[config.mk]
export PLATFORM = sky130hd
export DESIGN_NAME = windowed_watchdog_timer
export DESIGN_NICKNAME = d
export VERILOG_FILES = /design/src/common/wdt_pkg.sv /design/src/design/windowed_watchdog_timer.sv
export SDC_FILE = /design/constraint.sdc
export NUM_CORES = 1
export LEC_CHECK = 0
export BUFFER_PORTS_ARGS = -buffer_cell sky130_fd_sc_hd__clkbuf_2
export CAP_MARGIN = 15
export CORE_MARGIN = 3
export CORE_UTILIZATION = 35
export DETAILED_ROUTE_END_ITERATION = 10
export PLACE_DENSITY = 0.57
export SYNTH_ARGS = -nofsm -noshare
export SYNTH_HDL_FRONTEND = slang
export SYNTH_SLANG_ARGS = --single-unit
[constraint.sdc]
create_clock -name aclk -period 13 [get_ports aclk]
set_input_delay 3.25 -clock aclk [delete_from_list [all_inputs] [get_ports aclk]]
set_output_delay 3.25 -clock aclk [all_outputs]
set_load 0.01 [all_outputs]
[src/common/wdt_pkg.sv]
package wdt_pkg;

    // ==========================================
    // register byte offsets
    localparam logic [11:0] OFFSET_CONFIGURATION = 12'h000;
    localparam logic [11:0] OFFSET_SERVICE = 12'h004;
    localparam logic [11:0] OFFSET_STATE = 12'h008;
    localparam logic [11:0] OFFSET_REVISION = 12'h3FC;

    // ==========================================
    // configuration, service and state register field positions
    localparam int KEY_MSB = 31;
    localparam int KEY_LSB = 24;
    localparam int BAN_MSB = 22;
    localparam int BAN_LSB = 18;
    localparam int CLOCK_SELECT_BIT = 17;
    localparam int CLOCK_ON_BIT = 16;
    localparam int TIMEOUT_MSB = 12;
    localparam int TIMEOUT_LSB = 8;
    localparam int CALIBRATION_BIT = 7;
    localparam int LOCK_BIT = 3;
    localparam int MODE_BIT = 2;
    localparam int OFF_AFTER_BIT = 1;
    localparam int ENABLE_BIT = 0;
    localparam int SERVICE_BIT = 0;
    localparam int CLEARED_BIT = 1;
    localparam int WINDOW_BIT = 0;

    // ==========================================
    // key values and reset values
    localparam logic [7:0] KEY_FIRST = 8'h55;
    localparam logic [7:0] KEY_SECOND = 8'hAA;
    localparam logic [31:0] CONFIGURATION_RESET = 32'h00010080;
    localparam logic [31:0] STATE_RESET = 32'h00000003;
    // timeout select forced by the auto-start fuse: 2^18 cycles, far above 100 ms on the rc source
    localparam logic [4:0] AUTO_TIMEOUT_SELECT = 5'h11;

    // ==========================================
    // revision register, values are arbitrary
    localparam logic [11:0] MODULE_VERSION = 12'h101;
    localparam logic [3:0] MODULE_VARIANT = 4'h0;
    localparam int VERSION_MSB = 11;
    localparam int VARIANT_LSB = 16;
    localparam int VARIANT_MSB = 19;

    // ==========================================
    // bus answers
    localparam logic [1:0] RESP_OKAY = 2'h0;
    localparam logic [1:0] RESP_SLVERR = 2'h2;

    // ==========================================
    // keyed write sequencer
    typedef enum logic [1:0] {
        KEY_IDLE = 2'b01,
        KEY_ARMED = 2'b10
    } key_state_t;

    localparam int COUNTER_WIDTH = 34;

endpackage

[src/design/windowed_watchdog_timer.sv]
`timescale 1ns/1ps

// Summary of operation
// - mode bit one selects window mode: ban period then servicing period.
// - mode bit cannot change while the watchdog is enabled.
// - window timeout is 2^(ban+1) plus 2^(timeout+1) count ticks, ban first.
// - valid service during the ban period fires a watchdog reset and clears counter.
// - valid service in servicing period clears counter, ban period starts again.
// - accepted configuration write clears the counter without any watchdog reset.
// - counter reaching the timeout clears it and fires a watchdog reset.
// - with count clock off, an enable one-to-zero write never shows in read-back.
// - auto-start fuse: enabled, basic mode, rc source, timeout above 100 ms.
// - watchdog reset with calibration done clear reruns calibration then sets it.
// - any other reset always runs calibration, setting calibration done afterwards.
// - lock bit one ignores later configuration writes until any reset.
// - configuration needs keyed writes 0x55 then 0xAA; key reads zero.
// - service register write-only, same key sequence; service bit one clears counter.
// - clock select zero picks rc oscillator, one picks slow crystal.
// - count clock on bit zero stops the count clock, one runs it.
// - off-after-reset one disables after watchdog reset unless the fuse is set with calibration done clear; zero keeps it enabled.
// - enable read-back changes only once synchronised to the count clock, except a watchdog reset with off-after-reset one and no fuse hold clears it at once.
// - cleared flag drops on service write, rises when counter clear completes.
// - window flag reads zero in ban period and one in servicing period.
// - revision register read-only: version in low twelve bits, variant above.
// - mode bit zero selects basic mode, timeout 2^(timeout+1) count ticks.
// - service counts only if the second keyed write keeps service bit one.
module windowed_watchdog_timer (
    // clock and reset
    input wire logic aclk,
    input wire logic aresetn,
    // axi4-lite write address
    input wire logic awvalid,
    output logic awready,
    input wire logic [11:0] awaddr,
    input wire logic [2:0] awprot,
    // axi4-lite write data
    input wire logic wvalid,
    output logic wready,
    input wire logic [31:0] wdata,
    input wire logic [3:0] wstrb,
    // axi4-lite write response
    output logic bvalid,
    input wire logic bready,
    output logic [1:0] bresp,
    // axi4-lite read address
    input wire logic arvalid,
    output logic arready,
    input wire logic [11:0] araddr,
    input wire logic [2:0] arprot,
    // axi4-lite read data
    output logic rvalid,
    input wire logic rready,
    output logic [31:0] rdata,
    output logic [1:0] rresp,
    // count clock sources, one-cycle enable pulses
    input wire logic internal_rc_oscillator_tick,
    input wire logic slow_crystal_oscillator_tick,
    // fuse and flash calibration
    input wire logic auto_start_fuse,
    input wire logic calibration_complete,
    output logic calibration_start,
    // watchdog reset request
    output logic watchdog_reset
);

    // ==========================================
    // state
    logic aw_held;
    logic w_held;
    logic [11:0] wr_addr;
    logic [31:0] wr_data;
    logic [3:0] wr_strb;
    logic [4:0] ban_select;
    logic count_clock_select;
    logic count_clock_on;
    logic [4:0] timeout_select;
    logic calibration_done;
    logic configuration_lock;
    logic window_mode;
    logic off_after_watchdog_reset;
    logic enable_request;
    logic enable_active;
    logic calibration_busy;
    logic boot_pending;
    logic clear_pending;
    logic counter_cleared;
    logic [wdt_pkg::COUNTER_WIDTH-1:0] counter;
    wdt_pkg::key_state_t cfg_key;
    wdt_pkg::key_state_t svc_key;
    logic [23:0] cfg_first_value;
    logic svc_first_bit;

    // ==========================================
    // combinational
    logic wr_do;
    logic wr_full;
    logic wr_mapped;
    logic cfg_write;
    logic svc_write;
    logic cfg_accept;
    logic svc_accept;
    logic count_tick;
    logic in_ban;
    logic timeout_hit;
    logic ban_violation;
    logic wd_fire;
    logic fuse_hold;
    logic [wdt_pkg::COUNTER_WIDTH-1:0] ban_length;
    logic [wdt_pkg::COUNTER_WIDTH-1:0] timeout_length;
    logic [wdt_pkg::COUNTER_WIDTH-1:0] total_length;
    logic [31:0] next_rdata;
    logic [1:0] next_rresp;
    logic [7:0] wr_key;

    assign wr_do = aw_held && w_held && !bvalid;
    assign wr_full = (wr_strb == 4'hF);
    assign wr_key = wr_data[wdt_pkg::KEY_MSB:wdt_pkg::KEY_LSB];
    assign wr_mapped = (wr_addr == wdt_pkg::OFFSET_CONFIGURATION) || (wr_addr == wdt_pkg::OFFSET_SERVICE)
        || (wr_addr == wdt_pkg::OFFSET_STATE) || (wr_addr == wdt_pkg::OFFSET_REVISION);
    // partial-strobe writes cannot carry a whole key, so they are dropped
    assign cfg_write = wr_do && wr_full && (wr_addr == wdt_pkg::OFFSET_CONFIGURATION);
    assign svc_write = wr_do && wr_full && (wr_addr == wdt_pkg::OFFSET_SERVICE);

    // second keyed write completes the sequence: unchanged payload for configuration, service bit one in both writes for service
    assign cfg_accept = cfg_write && (cfg_key == wdt_pkg::KEY_ARMED) && (wr_key == wdt_pkg::KEY_SECOND)
        && (wr_data[23:0] == cfg_first_value) && !configuration_lock;
    assign svc_accept = svc_write && (svc_key == wdt_pkg::KEY_ARMED) && (wr_key == wdt_pkg::KEY_SECOND)
        && svc_first_bit && wr_data[wdt_pkg::SERVICE_BIT] && counter_cleared;

    assign count_tick = (count_clock_select ? slow_crystal_oscillator_tick
        : internal_rc_oscillator_tick) && count_clock_on;

    // six-bit shift amount, a select of 31 must shift by 32 and not wrap to 0
    assign ban_length = wdt_pkg::COUNTER_WIDTH'(1) << (6'(ban_select) + 6'h01);
    assign timeout_length = wdt_pkg::COUNTER_WIDTH'(1) << (6'(timeout_select) + 6'h01);
    assign total_length = window_mode ? (ban_length + timeout_length) : timeout_length;
    assign in_ban = window_mode && (counter < ban_length);
    assign timeout_hit = enable_active && (counter >= total_length);
    assign ban_violation = enable_active && svc_accept && in_ban;
    assign wd_fire = timeout_hit || ban_violation;
    // fuse keeps the unit alive across a watchdog reset while calibration is pending
    assign fuse_hold = auto_start_fuse && !calibration_done;

    // ==========================================
    // axi4-lite write channel
    always_ff @(posedge aclk) begin
        if (!aresetn) begin
            awready <= 1'b1;
            wready <= 1'b1;
            aw_held <= 1'b0;
            w_held <= 1'b0;
            wr_addr <= 12'h000;
            wr_data <= 32'h00000000;
            wr_strb <= 4'h0;
            bvalid <= 1'b0;
            bresp <= wdt_pkg::RESP_OKAY;
        end else begin
            if (awvalid && awready) begin
                aw_held <= 1'b1;
                awready <= 1'b0;
                wr_addr <= {awaddr[11:2], 2'b00};
            end
            if (wvalid && wready) begin
                w_held <= 1'b1;
                wready <= 1'b0;
                wr_data <= wdata;
                wr_strb <= wstrb;
            end
            if (wr_do) begin
                aw_held <= 1'b0;
                w_held <= 1'b0;
                bvalid <= 1'b1;
                bresp <= wr_mapped ? wdt_pkg::RESP_OKAY : wdt_pkg::RESP_SLVERR;
            end
            if (bvalid && bready) begin
                bvalid <= 1'b0;
                awready <= 1'b1;
                wready <= 1'b1;
            end
        end
    end

    // ==========================================
    // axi4-lite read channel
    always_comb begin
        next_rdata = 32'h00000000;
        next_rresp = wdt_pkg::RESP_OKAY;
        if ({araddr[11:2], 2'b00} == wdt_pkg::OFFSET_CONFIGURATION) begin
            // key field always reads zero
            next_rdata[wdt_pkg::BAN_MSB:wdt_pkg::BAN_LSB] = ban_select;
            next_rdata[wdt_pkg::CLOCK_SELECT_BIT] = count_clock_select;
            next_rdata[wdt_pkg::CLOCK_ON_BIT] = count_clock_on;
            next_rdata[wdt_pkg::TIMEOUT_MSB:wdt_pkg::TIMEOUT_LSB] = timeout_select;
            next_rdata[wdt_pkg::CALIBRATION_BIT] = calibration_done;
            next_rdata[wdt_pkg::LOCK_BIT] = configuration_lock;
            next_rdata[wdt_pkg::MODE_BIT] = window_mode;
            next_rdata[wdt_pkg::OFF_AFTER_BIT] = off_after_watchdog_reset;
            next_rdata[wdt_pkg::ENABLE_BIT] = enable_active;
        end else if ({araddr[11:2], 2'b00} == wdt_pkg::OFFSET_SERVICE) begin
            next_rdata = 32'h00000000;
        end else if ({araddr[11:2], 2'b00} == wdt_pkg::OFFSET_STATE) begin
            next_rdata[wdt_pkg::CLEARED_BIT] = counter_cleared;
            next_rdata[wdt_pkg::WINDOW_BIT] = !in_ban;
        end else if ({araddr[11:2], 2'b00} == wdt_pkg::OFFSET_REVISION) begin
            next_rdata[wdt_pkg::VERSION_MSB:0] = wdt_pkg::MODULE_VERSION;
            next_rdata[wdt_pkg::VARIANT_MSB:wdt_pkg::VARIANT_LSB] = wdt_pkg::MODULE_VARIANT;
        end else begin
            next_rresp = wdt_pkg::RESP_SLVERR;
        end
    end

    always_ff @(posedge aclk) begin
        if (!aresetn) begin
            arready <= 1'b1;
            rvalid <= 1'b0;
            rdata <= 32'h00000000;
            rresp <= wdt_pkg::RESP_OKAY;
        end else if (arvalid && arready) begin
            arready <= 1'b0;
            rvalid <= 1'b1;
            rdata <= next_rdata;
            rresp <= next_rresp;
        end else if (rvalid && rready) begin
            rvalid <= 1'b0;
            arready <= 1'b1;
        end
    end

    // ==========================================
    // key sequencers
    always_ff @(posedge aclk) begin
        if (!aresetn) begin
            cfg_key <= wdt_pkg::KEY_IDLE;
            cfg_first_value <= 24'h000000;
        end else if (cfg_write) begin
            // any write other than a first key breaks the sequence
            cfg_first_value <= wr_data[23:0];
            case (cfg_key)
                wdt_pkg::KEY_IDLE: begin
                    cfg_key <= (wr_key == wdt_pkg::KEY_FIRST) ? wdt_pkg::KEY_ARMED : wdt_pkg::KEY_IDLE;
                end
                wdt_pkg::KEY_ARMED: begin
                    cfg_key <= (wr_key == wdt_pkg::KEY_FIRST) ? wdt_pkg::KEY_ARMED : wdt_pkg::KEY_IDLE;
                end
                default: begin
                    cfg_key <= wdt_pkg::KEY_IDLE;
                end
            endcase
        end
    end

    always_ff @(posedge aclk) begin
        if (!aresetn) begin
            svc_key <= wdt_pkg::KEY_IDLE;
            svc_first_bit <= 1'b0;
        end else if (svc_write) begin
            svc_first_bit <= wr_data[wdt_pkg::SERVICE_BIT];
            case (svc_key)
                wdt_pkg::KEY_IDLE: begin
                    svc_key <= (wr_key == wdt_pkg::KEY_FIRST) ? wdt_pkg::KEY_ARMED : wdt_pkg::KEY_IDLE;
                end
                wdt_pkg::KEY_ARMED: begin
                    svc_key <= (wr_key == wdt_pkg::KEY_FIRST) ? wdt_pkg::KEY_ARMED : wdt_pkg::KEY_IDLE;
                end
                default: begin
                    svc_key <= wdt_pkg::KEY_IDLE;
                end
            endcase
        end
    end

    // ==========================================
    // configuration fields
    always_ff @(posedge aclk) begin
        if (!aresetn) begin
            ban_select <= wdt_pkg::CONFIGURATION_RESET[wdt_pkg::BAN_MSB:wdt_pkg::BAN_LSB];
            count_clock_select <= wdt_pkg::CONFIGURATION_RESET[wdt_pkg::CLOCK_SELECT_BIT];
            count_clock_on <= wdt_pkg::CONFIGURATION_RESET[wdt_pkg::CLOCK_ON_BIT];
            timeout_select <= wdt_pkg::CONFIGURATION_RESET[wdt_pkg::TIMEOUT_MSB:wdt_pkg::TIMEOUT_LSB];
            configuration_lock <= wdt_pkg::CONFIGURATION_RESET[wdt_pkg::LOCK_BIT];
            window_mode <= wdt_pkg::CONFIGURATION_RESET[wdt_pkg::MODE_BIT];
            off_after_watchdog_reset <= wdt_pkg::CONFIGURATION_RESET[wdt_pkg::OFF_AFTER_BIT];
            enable_request <= wdt_pkg::CONFIGURATION_RESET[wdt_pkg::ENABLE_BIT];
            boot_pending <= 1'b1;
        end else if (boot_pending) begin
            // fuse level caught on the first edge after release
            boot_pending <= 1'b0;
            if (auto_start_fuse) begin
                enable_request <= 1'b1;
                window_mode <= 1'b0;
                count_clock_select <= 1'b0;
                count_clock_on <= 1'b1;
                timeout_select <= wdt_pkg::AUTO_TIMEOUT_SELECT;
            end
        end else if (wd_fire) begin
            configuration_lock <= 1'b0;
            if (off_after_watchdog_reset && !fuse_hold) begin
                enable_request <= 1'b0;
            end
        end else if (cfg_accept) begin
            ban_select <= wr_data[wdt_pkg::BAN_MSB:wdt_pkg::BAN_LSB];
            count_clock_select <= wr_data[wdt_pkg::CLOCK_SELECT_BIT];
            count_clock_on <= wr_data[wdt_pkg::CLOCK_ON_BIT];
            timeout_select <= wr_data[wdt_pkg::TIMEOUT_MSB:wdt_pkg::TIMEOUT_LSB];
            configuration_lock <= wr_data[wdt_pkg::LOCK_BIT];
            if (!enable_active && !enable_request) begin
                window_mode <= wr_data[wdt_pkg::MODE_BIT];
            end
            off_after_watchdog_reset <= wr_data[wdt_pkg::OFF_AFTER_BIT];
            enable_request <= wr_data[wdt_pkg::ENABLE_BIT];
        end
    end

    // read-back follows the request on a live count tick; a watchdog reset with off-after-reset one and no fuse hold clears it at once
    always_ff @(posedge aclk) begin
        if (!aresetn) begin
            enable_active <= wdt_pkg::CONFIGURATION_RESET[wdt_pkg::ENABLE_BIT];
        end else if (wd_fire && off_after_watchdog_reset && !fuse_hold) begin
            enable_active <= 1'b0;
        end else if (count_tick) begin
            enable_active <= enable_request;
        end
    end

    // ==========================================
    // flash calibration handshake
    always_ff @(posedge aclk) begin
        if (!aresetn) begin
            calibration_done <= wdt_pkg::CONFIGURATION_RESET[wdt_pkg::CALIBRATION_BIT];
            calibration_busy <= 1'b0;
            calibration_start <= 1'b0;
        end else begin
            calibration_start <= 1'b0;
            if (boot_pending) begin
                calibration_start <= 1'b1;
                calibration_busy <= 1'b1;
            end else if (wd_fire && !calibration_done) begin
                calibration_start <= 1'b1;
                calibration_busy <= 1'b1;
            end else if (calibration_busy && calibration_complete) begin
                calibration_busy <= 1'b0;
                calibration_done <= 1'b1;
            end else if (cfg_accept) begin
                calibration_done <= wr_data[wdt_pkg::CALIBRATION_BIT];
            end
        end
    end

    // ==========================================
    // counter and service
    always_ff @(posedge aclk) begin
        if (!aresetn) begin
            counter <= '0;
        end else if (wd_fire || cfg_accept) begin
            counter <= '0;
        end else if (clear_pending && count_tick) begin
            counter <= '0;
        end else if (enable_active && count_tick) begin
            counter <= counter + wdt_pkg::COUNTER_WIDTH'(1);
        end
    end

    // clearing waits for a count tick, so the flag shows the delay
    always_ff @(posedge aclk) begin
        if (!aresetn) begin
            counter_cleared <= wdt_pkg::STATE_RESET[wdt_pkg::CLEARED_BIT];
            clear_pending <= 1'b0;
        end else if (wd_fire || cfg_accept) begin
            counter_cleared <= 1'b1;
            clear_pending <= 1'b0;
        end else if (svc_accept) begin
            counter_cleared <= 1'b0;
            clear_pending <= 1'b1;
        end else if (clear_pending && count_tick) begin
            counter_cleared <= 1'b1;
            clear_pending <= 1'b0;
        end
    end

    always_ff @(posedge aclk) begin
        if (!aresetn) begin
            watchdog_reset <= 1'b0;
        end else begin
            watchdog_reset <= wd_fire;
        end
    end

endmodule

=== After elaboration in Yosys (flattened, before gate mapping) ===
Cells that the tools add are included.

* Add/sub/neg operators: 4
* Magnitude comparators: 2
* Equality and inequality tests: 17
* Shifts and indexed selects: 2
* Multiplexer cells: 56
* Bitwise gates (word level): 4
* Reduce and logical (&&, ||, !) cells: 68

{| class="wikitable"
|+ Operators by type and width
! operator !! number
|-
| 1-bit by 6-bit << shifter with 34-bit output, first input constant || 2
|-
| 1-bit 2-to-1 mux || 35
|-
| 34-bit by 1-bit adder with 34-bit output, second input constant || 1
|-
| 34-bit adder || 1
|-
| 34-bit greater-or-equal comparator || 1
|-
| 34-bit less-than comparator || 1
|-
| 34-bit 2-to-1 mux || 1
|-
| 1-bit logical AND || 33
|-
| 24-bit == test || 1
|-
| 10-bit by 1-bit == test with 1-bit output, second input constant || 2
|-
| 10-bit by 2-bit == test with 1-bit output, second input constant || 2
|-
| 10-bit by 8-bit == test with 1-bit output, second input constant || 2
|-
| 5-bit 2-to-1 mux || 4
|-
| 2-bit 2-to-1 mux || 9
|-
| 7-bit 2-to-1 mux || 2
|-
| 5-bit by 1-bit adder with 6-bit output, second input constant || 2
|-
| 12-bit zero test || 1
|-
| 12-bit 2-to-1 mux || 1
|-
| 3-bit AND reduction || 4
|-
| 2-bit nonzero test || 6
|-
| 2-bit OR reduction || 6
|-
| 10-bit zero test || 1
|-
| 9-bit 2-to-1 mux || 1
|-
| 8-bit by 7-bit == test with 1-bit output, second input constant || 1
|-
| 16 further kinds || 33
|}

* Flip-flop bits (word level): 164
* Input bits: 77
* Output and inout bits: 43
* Logic and storage cells: 187

=== Depth between registers and ports, before layout ===
Gate-level depths: netlist (run 1).

* Depth after elaboration: 15
* Mapped depth: 26
* Gate-level depth less buffers: 24

=== Worst setup path after synthesis (run 1) ===
No wires, ideal clock.

* Path type: register -> register
* Start point: register timeout_select[4]
* End point: register counter[10] (netlist name)
* Setup time: 64 ps
* Data arrival time: 5570 ps
* Data required time: 12936 ps
* Path slack: 7366 ps
* Stages on the path, launching flop included: 26
* Path buffers: 3
* Clock period less this slack: 5634 ps
* Cells stage by stage: dfxtp_1 clkbuf_1 or3_1 clkbuf_1 nor2_1 ha_1 inv_1 o21ai_0 maj3_2 a41o_1 a2111o_1 a211oi_2 nor2_1 a2111oi_0 a311oi_1 ha_1 a21o_1 a21o_1 a21oi_1 a21oi_1 a211oi_1 o211ai_1 a21oi_1 nand4_1 buf_2 nor2_1

* Longest elaborated chain between the ends: 9

{| class="wikitable"
|+ Ends and longest elaborated chain
! element !! RTL line !! source
|-
| start: declaration || windowed_watchdog_timer.sv:76 || <nowiki>logic [4:0] timeout_select;</nowiki>
|-
| start signal: assignment || windowed_watchdog_timer.sv:279 || <nowiki>timeout_select <= wdt_pkg::CONFIGURATION_RESET[wdt_pkg::TIMEOUT_MSB:wdt_pkg::TIMEOUT_LSB];</nowiki>
|-
| start signal: assignment || windowed_watchdog_timer.sv:293 || <nowiki>timeout_select <= wdt_pkg::AUTO_TIMEOUT_SELECT;</nowiki>
|-
| start signal: assignment || windowed_watchdog_timer.sv:304 || <nowiki>timeout_select <= wr_data[wdt_pkg::TIMEOUT_MSB:wdt_pkg::TIMEOUT_LSB];</nowiki>
|-
| 5-bit by 1-bit adder with 6-bit output (*) || windowed_watchdog_timer.sv:135 || <nowiki>assign timeout_length = wdt_pkg::COUNTER_WIDTH'(1) << (6'(timeout_select) + 6'h01);</nowiki>
|-
| 1-bit by 6-bit << shifter with 34-bit output (*) || windowed_watchdog_timer.sv:135 ||
|-
| 34-bit adder || windowed_watchdog_timer.sv:136 || <nowiki>assign total_length = window_mode ? (ban_length + timeout_length) : timeout_length;</nowiki>
|-
| 34-bit 2-to-1 mux (*) || windowed_watchdog_timer.sv:136 ||
|-
| 34-bit greater-or-equal comparator (*) || windowed_watchdog_timer.sv:138 || <nowiki>assign timeout_hit = enable_active && (counter >= total_length);</nowiki>
|-
| 1-bit logical AND (*) || windowed_watchdog_timer.sv:138 ||
|-
| 1-bit logical OR (*) || windowed_watchdog_timer.sv:140 || <nowiki>assign wd_fire = timeout_hit || ban_violation;</nowiki>
|-
| 1-bit logical OR (*) || windowed_watchdog_timer.sv:354 || <nowiki>end else if (wd_fire || cfg_accept) begin</nowiki>
|-
| 3-bit OR reduction (no source line) (*) || - ||
|-
| end signal: assignment || windowed_watchdog_timer.sv:359 || <nowiki>counter <= counter + wdt_pkg::COUNTER_WIDTH'(1);</nowiki>
|-
| end: declaration || windowed_watchdog_timer.sv:87 || <nowiki>logic [wdt_pkg::COUNTER_WIDTH-1:0] counter;</nowiki>
|}

Mark *: on every way between the ends. The rest lies on a longest branch, timed or not.
A chain may end at the register's enable or synchronous reset.

=== Worst setup path after layout (run 1) ===
* Start point: register timeout_select[2]
* End point: register counter[1] (netlist name)

Same word-level chain as after synthesis.

==> results of run 1 <==
## final timing paths
kind	cells after the start	slack, ns	from	endpoint
setup / recovery	23	4.97	timeout_select[2]$_SDFFE_PN0P_	counter[1]$_SDFFE_PP0P_
hold / removal	2	0.45	rdata[12]$_SDFFE_PN0P_	rdata[12]$_SDFFE_PN0P_
setup reg to reg	23	4.97	timeout_select[2]$_SDFFE_PN0P_	counter[1]$_SDFFE_PP0P_
hold reg to reg	2	0.45	rdata[12]$_SDFFE_PN0P_	rdata[12]$_SDFFE_PN0P_
## per-layer routing
metal	vias up	wire length (µm)	global-route usage, %
met2	215	14100	29.5
met4	0	327	3.56
met3	21	1230	3.04
met1	4588	13900	23.9
li1	5002	-	-
met5	-	0	0
## state kept, by name (all words and copies together), names as in the netlist, 2 cells and up
signal / flops
wr_addr: 10
cfg_first_value: 24
cfg_key: 2
wr_strb: 4
svc_key: 2
ban_select: 5
counter: 34
rdata: 17
timeout_select: 5
wr_data: 32
## report_power, final
group          leakage [nW]  internal (W)  total (W)  switching, W
registers              1.29      0.000499   0.000512     0.0000132
logic                  3.92     0.0000314  0.0000827     0.0000513
clock network         0.310      0.000321   0.000557      0.000236
total                  5.53      0.000851    0.00115      0.000300
## Yosys cell counts (all sizes together), types with 10 or more instances
library cell	n	share of area, %
nand2	211	7.3
dfxtp	159	29
nor2	152	5.3
a21oi	141	6.5
ha	101	12
inv	63	2.2
clkbuf	51	1.8
xnor2	44	3.6
nor3	39	1.9
nand3	38	1.8
xor2	38	3.1
a21o	35	2.4
mux2i	34	3.2
o21ai	34	1.6
nand4	31	1.8
buf	29	1.7
and3	19	1.1
and2	14	0.81
a211oi	13	0.95
nand3b	13	0.90
nand2b	11	0.64
nor4	10	0.58
## through the flow
stage / hold slack, ns / cells
floorplan: 0.431 / 1427
global placement: 0.439 / 1839
detailed placement: 0.446 / 1839
CTS: 0.455 / 1871
global route: 0.473 / 1871
finish: 0.451 / 1871
## tightest hold or removal path: cells and delay by family, from the launching register on
kind	cells	cell delay [ns]
AO/OA/AOI/OAI	1	0.05
AND/OR/NAND/NOR	1	0.05
flip-flops	1	0.31
## layout make-up
type	instances	share of cell area, %
clock buffers	19	3.72
clock inverters	13	1.56
inverters	63	1.95
multi-input cells	1125	58.2
flip-flops and latches	159	26.2
well taps	390	4.01
repair buffers	102	4.40
## cells by family after synthesis
| logic type | after synthesis | share of synthesized area (%) |
|---|---|---|
| flip-flops | 159 | 29.5 |
| AND/OR/NAND/NOR | 593 | 25.9 |
| other | 2 | 0.0696 |
| adder cells (fa/ha/maj) | 104 | 12.1 |
| buffers and inverters | 143 | 5.66 |
| multiplexers | 37 | 3.47 |
| AO/OA/AOI/OAI | 289 | 16.7 |
| XOR/XNOR | 82 | 6.65 |
==> impl_metrics.env, run 1 <==
export IMPL_status="completed"
export IMPL_required_ns=13.37
export IMPL_rsz0062_at_grt="no"
export IMPL_num_fill_cells=3125
export IMPL_cts_htree_levels=4
export IMPL_synthArstFlopShare_pct=0
export IMPL_final_common_cell="nand2_1"
export IMPL_crit_top_cell="a21oi_1"
export IMPL_synth_avg_cell_area_um2=7.66
export IMPL_synth_cells=1409
export IMPL_setup_slack_ns=4.97
export IMPL_cts_sinks=159
export IMPL_synth_edf_count=0
export IMPL_slew_violations=0
export IMPL_pin_count=120
export IMPL_finalCriticalPeriod_ns=8.03
export IMPL_dpl_cell_area_um2=11500
export IMPL_path_delay_family="compound AO/OA/AOI/OAI gates"
export IMPL_synth_cell_area_um2=10800
export IMPL_rows=63
export IMPL_cp_cell_sequence="nand2b_1 > nor2_1 > ha_1 > inv_1 > o21ai_0 > maj3_2 > a41o_1 > a2111o_1 > a211oi_2 > nor2_1 > a2111oi_0 > a311oi_1 > ha_1 > a21o_1 > a21o_1 > a21oi_1 > a21oi_1 > a211oi_1 > o211ai_1 > a21oi_1 > nand4_1 > buf_4 > a21oi_1"
export IMPL_min_path_type="reg -> reg"
export IMPL_cts_tree="done"
export IMPL_initial_core_util_pct=35.9
export IMPL_die_h_um=182
export IMPL_die_w_um=182
export IMPL_layout_common_cells="211 x nand2_1, 159 x dfxtp_1, 151 x nor2_1"
export IMPL_synthFlopType="dfxtp_1"
export IMPL_cp_slowest_cell="nand4_1"
export IMPL_p_leak_nw=5.53
export IMPL_multi_input_area_um2=7080
export IMPL_cp_slowest_stage_delay_ns=0.93
export IMPL_ff_latch_area_um2=3180
export IMPL_via_count=9826
export IMPL_clk_pin_slew_worst_paths_ns=0.07
export IMPL_drive_above_1_share_pct=10.4
export IMPL_cts_root_buf="clkbuf_16"
export IMPL_grt_pass1_wl_mm=47.9
export IMPL_power_total_w=0.00115
export IMPL_hold_viol_final=0
export IMPL_drtPass1Iterations=6
export IMPL_grtUsageTotal_pct=17.6
export IMPL_maxCapViolations=0
export IMPL_cts_buffers_inserted=17
export IMPL_finalSetupTns_ns=0
export IMPL_post_route_util_pct=40.5
export IMPL_wl_per_cell_um=15.8
export IMPL_gr_total_overflow=0
export IMPL_drt_total_wl_mm=29.5
export IMPL_drtIter0Drc=693
export IMPL_critPathMaxFanout=19
export IMPL_place_hpwl_mm=22.2
export IMPL_power_density_nw_per_um2=94.6
export IMPL_syn_to_final_growth_pct=12.7
export IMPL_cts_resized=0
export IMPL_via_per_inst=5.25
export IMPL_nets=1647
export IMPL_ys_seq_elements=159
export IMPL_fmax_mhz=125
export IMPL_fin_worst_skew_ns=0.0158
export IMPL_synth_seq_area_share_pct=29.5
export IMPL_clock_path_buffers=2
export IMPL_cp_buffers_inverters=2
export IMPL_yosys_warnings=0
export IMPL_ys_types=72
export IMPL_gp_congestion=0.912
export IMPL_clk_latency_ns=0.44
export IMPL_finalCritPeriodShare_pct=61.7
export IMPL_irDropWorstVdd_mv=0.0902
export IMPL_numPortBuffers=92
export IMPL_path_class="reg -> reg"
export IMPL_drc=0
export IMPL_finalSetupViolations=0
export IMPL_antenna_found_initial=0
export IMPL_ant_nets=0
export IMPL_cp_arrival_ns=8.39
export IMPL_cts_hold_buffers=0
export IMPL_cts_setup_buffers=0
export IMPL_startpoint_type="flip-flop"
export IMPL_grt_pass1_vias=9232
export IMPL_fin_area_um2=12200
export IMPL_pre_cts_ws_ns=5.12
export IMPL_antennaDiodeCount=0
export IMPL_grt_max_degree=84
export IMPL_dieArea_um2=33000
export IMPL_maxSlewHeadroom_pct=35.9
export IMPL_tightest_slew_ns=0.959
export IMPL_core_area_um2=30000
export IMPL_end_kind="flip-flop"
No activity file was read; power rests on OpenSTA's default activity.
==> inputs of run 2 (changes only) <==
==> constraint.sdc (replaced) <==
create_clock -name aclk -period 8.3 [get_ports aclk]
set_input_delay 2.075 -clock aclk [delete_from_list [all_inputs] [get_ports aclk]]
set_output_delay 2.075 -clock aclk [all_outputs]
set_load 0.01 [all_outputs]
==> run 2 against run 1 <==
First-iteration DRC count grew 13%. Wire length shrank 0.41%. Worst setup slack lost 3.7 ns. Maximum frequency grew 14%. Sequential share of layout area grew 0.059 points. Cell count grew 0.11%. Combinational power grew 58%. Final area shrank 0.23%.
==> impl_metrics.env, run 2 (same netlist as run 1, synthesis figures left out) <==
export IMPL_status="completed"
export IMPL_grt_pass1_wl_mm=48.2
export IMPL_cp_slowest_cell="a2111oi_4"
export IMPL_cts_buffers_inserted=17
export IMPL_cts_sinks=159
export IMPL_clock_path_buffers=2
export IMPL_cts_hold_buffers=0
export IMPL_via_per_inst=5.25
export IMPL_cts_setup_buffers=0
export IMPL_irDropWorstVdd_mv=0.161
export IMPL_rsz0062_at_grt="no"
export IMPL_fmax_mhz=142
export IMPL_final_common_cell="nand2_1"
export IMPL_maxCapViolations=0
export IMPL_reg_top3="counter x34, wr_data x32, cfg_first_value x24"
export IMPL_place_hpwl_mm=22.4
export IMPL_grtUsageTotal_pct=17.7
export IMPL_r2r_start="ban_select[0]$_SDFFE_PN0P_"
export IMPL_dp_cells=1841
export IMPL_cts_tree="done"
export IMPL_largest_register_ffs=34
export IMPL_hold_ws_ns=0.450
export IMPL_critPathMaxFanout=13
export IMPL_drc=0
export IMPL_cp_cell_sequence="nor2b_1 > nand2_1 > inv_1 > ha_1 > inv_1 > o21ai_0 > maj3_2 > a41o_1 > a2111o_1 > a211oi_2 > nor2_1 > a2111oi_0 > a311oi_1 > ha_1 > a21o_1 > a21o_1 > a21oi_1 > a21oi_1 > a211oi_1 > o211ai_1 > a2111oi_4 > buf_4 > mux2i_1 > nor2_1"
export IMPL_drtIter0Drc=784
export IMPL_via_count=9839
export IMPL_initial_core_util_pct=35.9
export IMPL_ant_nets=0
export IMPL_antennaDiodeCount=0
export IMPL_clk_latency_ns=0.43
export IMPL_cts_root_buf="clkbuf_16"
export IMPL_path_delay_family="compound AO/OA/AOI/OAI gates"
export IMPL_cts_resized=0
export IMPL_die_w_um=182
export IMPL_gp_congestion=0.857
export IMPL_drtPass1Iterations=5
export IMPL_path_class="reg -> reg"
export IMPL_tightest_slew_ns=0.866
export IMPL_instances_no_fill=1873
export IMPL_min_path_type="reg -> reg"
export IMPL_post_route_util_pct=40.4
export IMPL_rows=63
export IMPL_finalCritPeriodShare_pct=85.0
export IMPL_cp_arrival_ns=7.34
export IMPL_finalCriticalPeriod_ns=7.06
export IMPL_hold_viol_final=0
export IMPL_end_kind="flip-flop"
export IMPL_power_total_w=0.00173
export IMPL_drive_above_1_share_pct=10.5
export IMPL_startpoint_type="flip-flop"
export IMPL_numPortBuffers=92
export IMPL_cts_htree_levels=4
export IMPL_grt_max_degree=64
export IMPL_top_register="counter"
export IMPL_drt_total_wl_mm=29.4
export IMPL_finalSetupTns_ns=0
export IMPL_pin_count=120
export IMPL_die_h_um=182
export IMPL_finalSetupViolations=0
export IMPL_fin_worst_skew_ns=0.0103
export IMPL_required_ns=8.58
export IMPL_gr_total_overflow=0
export IMPL_maxSlewHeadroom_pct=42.2
export IMPL_holdCritStartpoint="wr_addr[11]$_SDFFE_PN0P_"
export IMPL_slew_violations=0
export IMPL_core_area_um2=30000
export IMPL_critPathLaunch="ban_select[0]$_SDFFE_PN0P_"
export IMPL_clk_pin_slew_worst_paths_ns=0.07
export IMPL_layout_common_cells="211 x nand2_1, 159 x dfxtp_1, 151 x nor2_1"
export IMPL_p_leak_nw=5.52
export IMPL_cp_buffers_inverters=3
export IMPL_wl_per_cell_um=15.7
export IMPL_syn_to_final_growth_pct=12.5
export IMPL_power_density_nw_per_um2=142
export IMPL_dieArea_um2=33000
export IMPL_cp_slowest_stage_delay_ns=0.75
export IMPL_nets=1649
export IMPL_grt_pass1_vias=9359
export IMPL_antenna_found_initial=0
==> run 2: metrics by stage <==
| step | cell area [µm²] | worst slack, ns |
|---|---|---|
| after global routing | 12100 | 0.789 |
| after detailed placement | 11500 | 1.29 |
| final | 12100 | 1.24 |
| after CTS | 12100 | 1.27 |
| after floorplan | 10900 | 2.67 |
| after global placement | 11500 | 1.36 |
==> run 2: final cells by class <==
class	count	area [µm²]
clock buffer	19	453
clock inverter	13	148
fill	3123	17900
tap	390	488
sequential	159	3180
multi-input combinational	1125	7080
timing repair buffer	104	551
inverter	63	238
==> run 2: path summary, 6_finish.rpt <==
path | depth (start not counted) | slack, ns | endpoint
worst max register to register | 24 | 1.24 | ban_select[1]$_SDFFE_PN0P_
worst min register to register | 2 | 0.45 | wr_addr[11]$_SDFFE_PN0P_
worst max-delay path | 24 | 1.24 | ban_select[1]$_SDFFE_PN0P_
worst min-delay path | 2 | 0.45 | wr_addr[11]$_SDFFE_PN0P_
==> run 2: per-layer routing <==
| metal | vias to the layer above | part of all wire, % | routed length [µm] | track usage (%) |
|---|---|---|---|---|
| li1 | 5024 | - | - | - |
| met1 | 4576 | 46 | 13600 | 23.7 |
| met2 | 204 | 47 | 13800 | 29.5 |
| met3 | 35 | 4.6 | 1340 | 3.23 |
| met4 | 0 | 2.0 | 589 | 4.69 |
| met5 | - | 0 | 0 | 0 |
==> run 2: tightest hold or removal path: stages, from the launching register on <==
cell,delay [ns]
dfxtp_1,0.31
nand2_1,0.05
a21oi_1,0.05
==> run 2: power breakdown <==
group          internal [W]  switching, W  total (W)
logic             0.0000496     0.0000810   0.000131
clock network      0.000442      0.000354   0.000796
registers          0.000782     0.0000205   0.000802
total               0.00127      0.000455    0.00173
==> inputs of run 3 (changes only) <==
--- a/config.mk
+++ b/config.mk
@@ -5,6 +5,8 @@
 export SDC_FILE = /design/constraint.sdc
 export NUM_CORES = 1
 export LEC_CHECK = 0
+export ABC_AREA = 1
+export ABC_CLOCK_PERIOD_IN_PS = 8300
 export BUFFER_PORTS_ARGS = -buffer_cell sky130_fd_sc_hd__clkbuf_2
 export CAP_MARGIN = 15
 export CORE_MARGIN = 3
==> run 3 against run 2 <==
Non-clock buffer count down 7. Sequential cell count unchanged. Sequential power increased by 2%. Power is 1.9% higher. Wire length up 26%. Global-route usage is 2.6 points higher. Area after synthesis up 11%. Critical endpoint is now counter[2]$_SDFFE_PP0P_.
==> impl_metrics.env, run 3 <==
export IMPL_numPortBuffers=92
export IMPL_die_w_um=191
export IMPL_die_h_um=191
export IMPL_dieArea_um2=36500
export IMPL_syn_to_final_growth_pct=11.0
export IMPL_antenna_found_initial=0
export IMPL_yosys_area_share_xor_xnor_pct=3.22
export IMPL_drtIter0Drc=903
export IMPL_cts_buffers_inserted=17
export IMPL_ys_types=56
export IMPL_clk_latency_ns=0.44
export IMPL_grt_pass1_wl_mm=58.9
export IMPL_num_fill_cells=3677
export IMPL_cts_resized=0
export IMPL_path_class="reg -> reg"
export IMPL_status="completed"
export IMPL_fin_worst_skew_ns=0.0184
export IMPL_min_path_type="reg -> reg"
export IMPL_drive_above_1_share_pct=8.16
export IMPL_synthSimpleGateAreaFrac_pct=33.1
export IMPL_drt_total_wl_mm=37.0
export IMPL_gp_congestion=0.948
export IMPL_yosys_warnings=0
export IMPL_finalCriticalPeriod_ns=6.35
export IMPL_pin_count=120
export IMPL_irDropWorstVdd_mv=0.137
export IMPL_fmax_mhz=157
export IMPL_reg_top3="counter x34, wr_data x32, cfg_first_value x24"
export IMPL_largest_register_ffs=34
export IMPL_clock_path_buffers=2
export IMPL_yosysTopAreaCell="dfxtp_1"
export IMPL_synth_top_cells_by_area="dfxtp_1 27%, nand2_1 13%, ha_1 11%, nor2_1 9.8%, inv_1 8.0%"
export IMPL_synth_edf_count=0
export IMPL_p_comb_share_pct=11.2
export IMPL_maxCapViolations=0
export IMPL_synthAdderAreaFrac_pct=10.7
export IMPL_cts_htree_levels=4
export IMPL_layout_common_cells="408 x nand2_1, 312 x nor2_1, 254 x inv_1"
export IMPL_final_common_cell="nand2_1"
export IMPL_cp_arrival_ns=6.69
export IMPL_cp_slowest_stage_delay_ns=0.58
export IMPL_critPathMaxFanout=34
export IMPL_antennaDiodeCount=0
export IMPL_seqPwrFrac_pct=46.5
export IMPL_tightest_slew_ns=0.944
export IMPL_synthFlopType="dfxtp_1"
export IMPL_ys_seq_elements=159
export IMPL_grtUsageTotal_pct=20.3
export IMPL_via_per_inst=5.00
export IMPL_p_int_w=0.00128
export IMPL_cts_tree="done"
export IMPL_wl_per_cell_um=15.2
export IMPL_drc=0
export IMPL_finalSetupViolations=0
export IMPL_grt_max_degree=110
export IMPL_initial_core_util_pct=35.6
export IMPL_cts_sinks=159
export IMPL_p_leak_nw=6.11
export IMPL_synth_cells=1910
export IMPL_grt_pass1_vias=11400
export IMPL_ant_nets=0
export IMPL_synthArstFlopShare_pct=0
export IMPL_synth_mux_area_fraction_pct=0
export IMPL_required_ns=8.64
export IMPL_finalCritPeriodShare_pct=76.5
export IMPL_startpoint_type="flip-flop"
export IMPL_maxSlewHeadroom_pct=37.0
export IMPL_rsz0062_at_grt="no"
export IMPL_rows=67
export IMPL_finalSetupTns_ns=0
export IMPL_end_kind="flip-flop"
export IMPL_netSwitchingFraction_pct=27.3
export IMPL_via_count=12200
export IMPL_core_area_um2=33600
export IMPL_synth_top_area_share_pct=26.6
export IMPL_post_route_util_pct=39.5
export IMPL_netlist_top_cells_count="408 x nand2_1, 312 x nor2_1, 254 x inv_1"
export IMPL_power_density_nw_per_um2=133
export IMPL_nets=2153
export IMPL_place_hpwl_mm=30.0
export IMPL_top_register="counter"
export IMPL_synth_top_family_by_area="simple AND/OR/NAND/NOR gates"
export IMPL_cts_root_buf="clkbuf_16"
export IMPL_synth_seq_area_share_pct=26.6
export IMPL_gr_total_overflow=0
export IMPL_clk_pin_slew_worst_paths_ns=0.06
export IMPL_cts_setup_buffers=0
export IMPL_pwr_share_clk_pct=42.2
export IMPL_p_sw_w=0.000481
export IMPL_cp_slowest_cell="nand3_2"
export IMPL_synth_compound_area_share_pct=15.1
export IMPL_hold_viol_final=0
export IMPL_synth_avg_cell_area_um2=6.27
export IMPL_synth_cell_area_um2=12000
export IMPL_yosysMostFrequentCell="nand2_1"
export IMPL_cts_hold_buffers=0
export IMPL_drtPass1Iterations=5
export IMPL_slew_violations=0
run 3: changes by cell type after synthesis, moves of 18 or more:
| cell | delta |
|---|---|
| nand2_1 | +197 |
| a21o_1 | -31 |
| nand4_1 | +19 |
| inv_1 | +191 |
| xnor2_1 | -36 |
| nor2_1 | +161 |
| o21ai_0 | +122 |
| and3_1 | -18 |
| nand3_1 | +48 |
| mux2i_1 | -34 |
run 3: critical path, delay by kind of cell, from the launching register on:
family | cells | cell delay (ns)
compound gates | 6 | 1.54
buf+inv | 3 | 0.33
simple gates | 21 | 3.36
fa+ha+maj | 2 | 0.54
flops | 1 | 0.47
run 3: logic make-up after synthesis:
kind of cell             count (synthesis)
AND/OR/NAND/NOR                        932
flip-flops                             159
buffers and inverters                  331
AO/OA/AOI/OAI                          340
other                                    2
adder cells (fa/ha/maj)                102
XOR/XNOR                                44
run 3: power by group through the flow:
stage	combinational (W)	clock, W	sequential [W]
floorplan	0.000138	0	0.000833
global placement	0.000196	0	0.000837
detailed placement	0.000199	0	0.000837
CTS	0.000199	0.000764	0.000820
global route	0.000227	0.000796	0.000824
finish	0.000198	0.000744	0.000820
run 3: path summary, 6_finish.rpt:
check                             startpoint                       to  slack [ns]  cells past startpoint
setup / recovery  ban_select[2]$_SDFFE_PN0P_  counter[2]$_SDFFE_PP0P_        1.95                     32
setup reg to reg  ban_select[2]$_SDFFE_PN0P_  counter[2]$_SDFFE_PP0P_        1.95                     32
hold / removal       svc_key[0]$_SDFFE_PN1P_  svc_key[0]$_SDFFE_PN1P_        0.46                      1
hold reg to reg      svc_key[0]$_SDFFE_PN1P_  svc_key[0]$_SDFFE_PN1P_        0.46                      1
run 3: area by class of cell:
| cell class | count | area [µm²] | share of cell area, % |
|---|---|---|---|
| clock inverters | 12 | 113 | 0.847 |
| flip-flops and latches | 159 | 3180 | 23.9 |
| multi-input cells | 1438 | 7520 | 56.6 |
| clock buffers | 18 | 439 | 3.30 |
| repair buffers | 97 | 498 | 3.75 |
| inverters | 261 | 980 | 7.37 |
| well taps | 448 | 561 | 4.22 |
run 3: stage by stage:
step,hold WS [ns],total power (W),std cells,instance area (µm²),worst slack [ns]
2_1_floorplan,0.426,0.000971,1928,12000,3.96
3_3_place_gp,0.434,0.00103,2403,12700,2.10
3_5_place_dp,0.442,0.00104,2403,12700,2.03
4_1_cts,0.458,0.00178,2433,13300,2.01
5_1_grt,0.471,0.00185,2433,13300,1.11
6_report,0.456,0.00176,2433,13300,1.95
run 3: routing by layer:
| metal | GRT usage [%] | part of all wire, % | vias up |
|---|---|---|---|
| li1 | - | - | 6303 |
| met1 | 26.5 | 46 | 5505 |
| met2 | 34.8 | 47 | 296 |
| met3 | 2.48 | 4.5 | 56 |
| met4 | 6.46 | 2.7 | 0 |
| met5 | 0 | 0 | - |
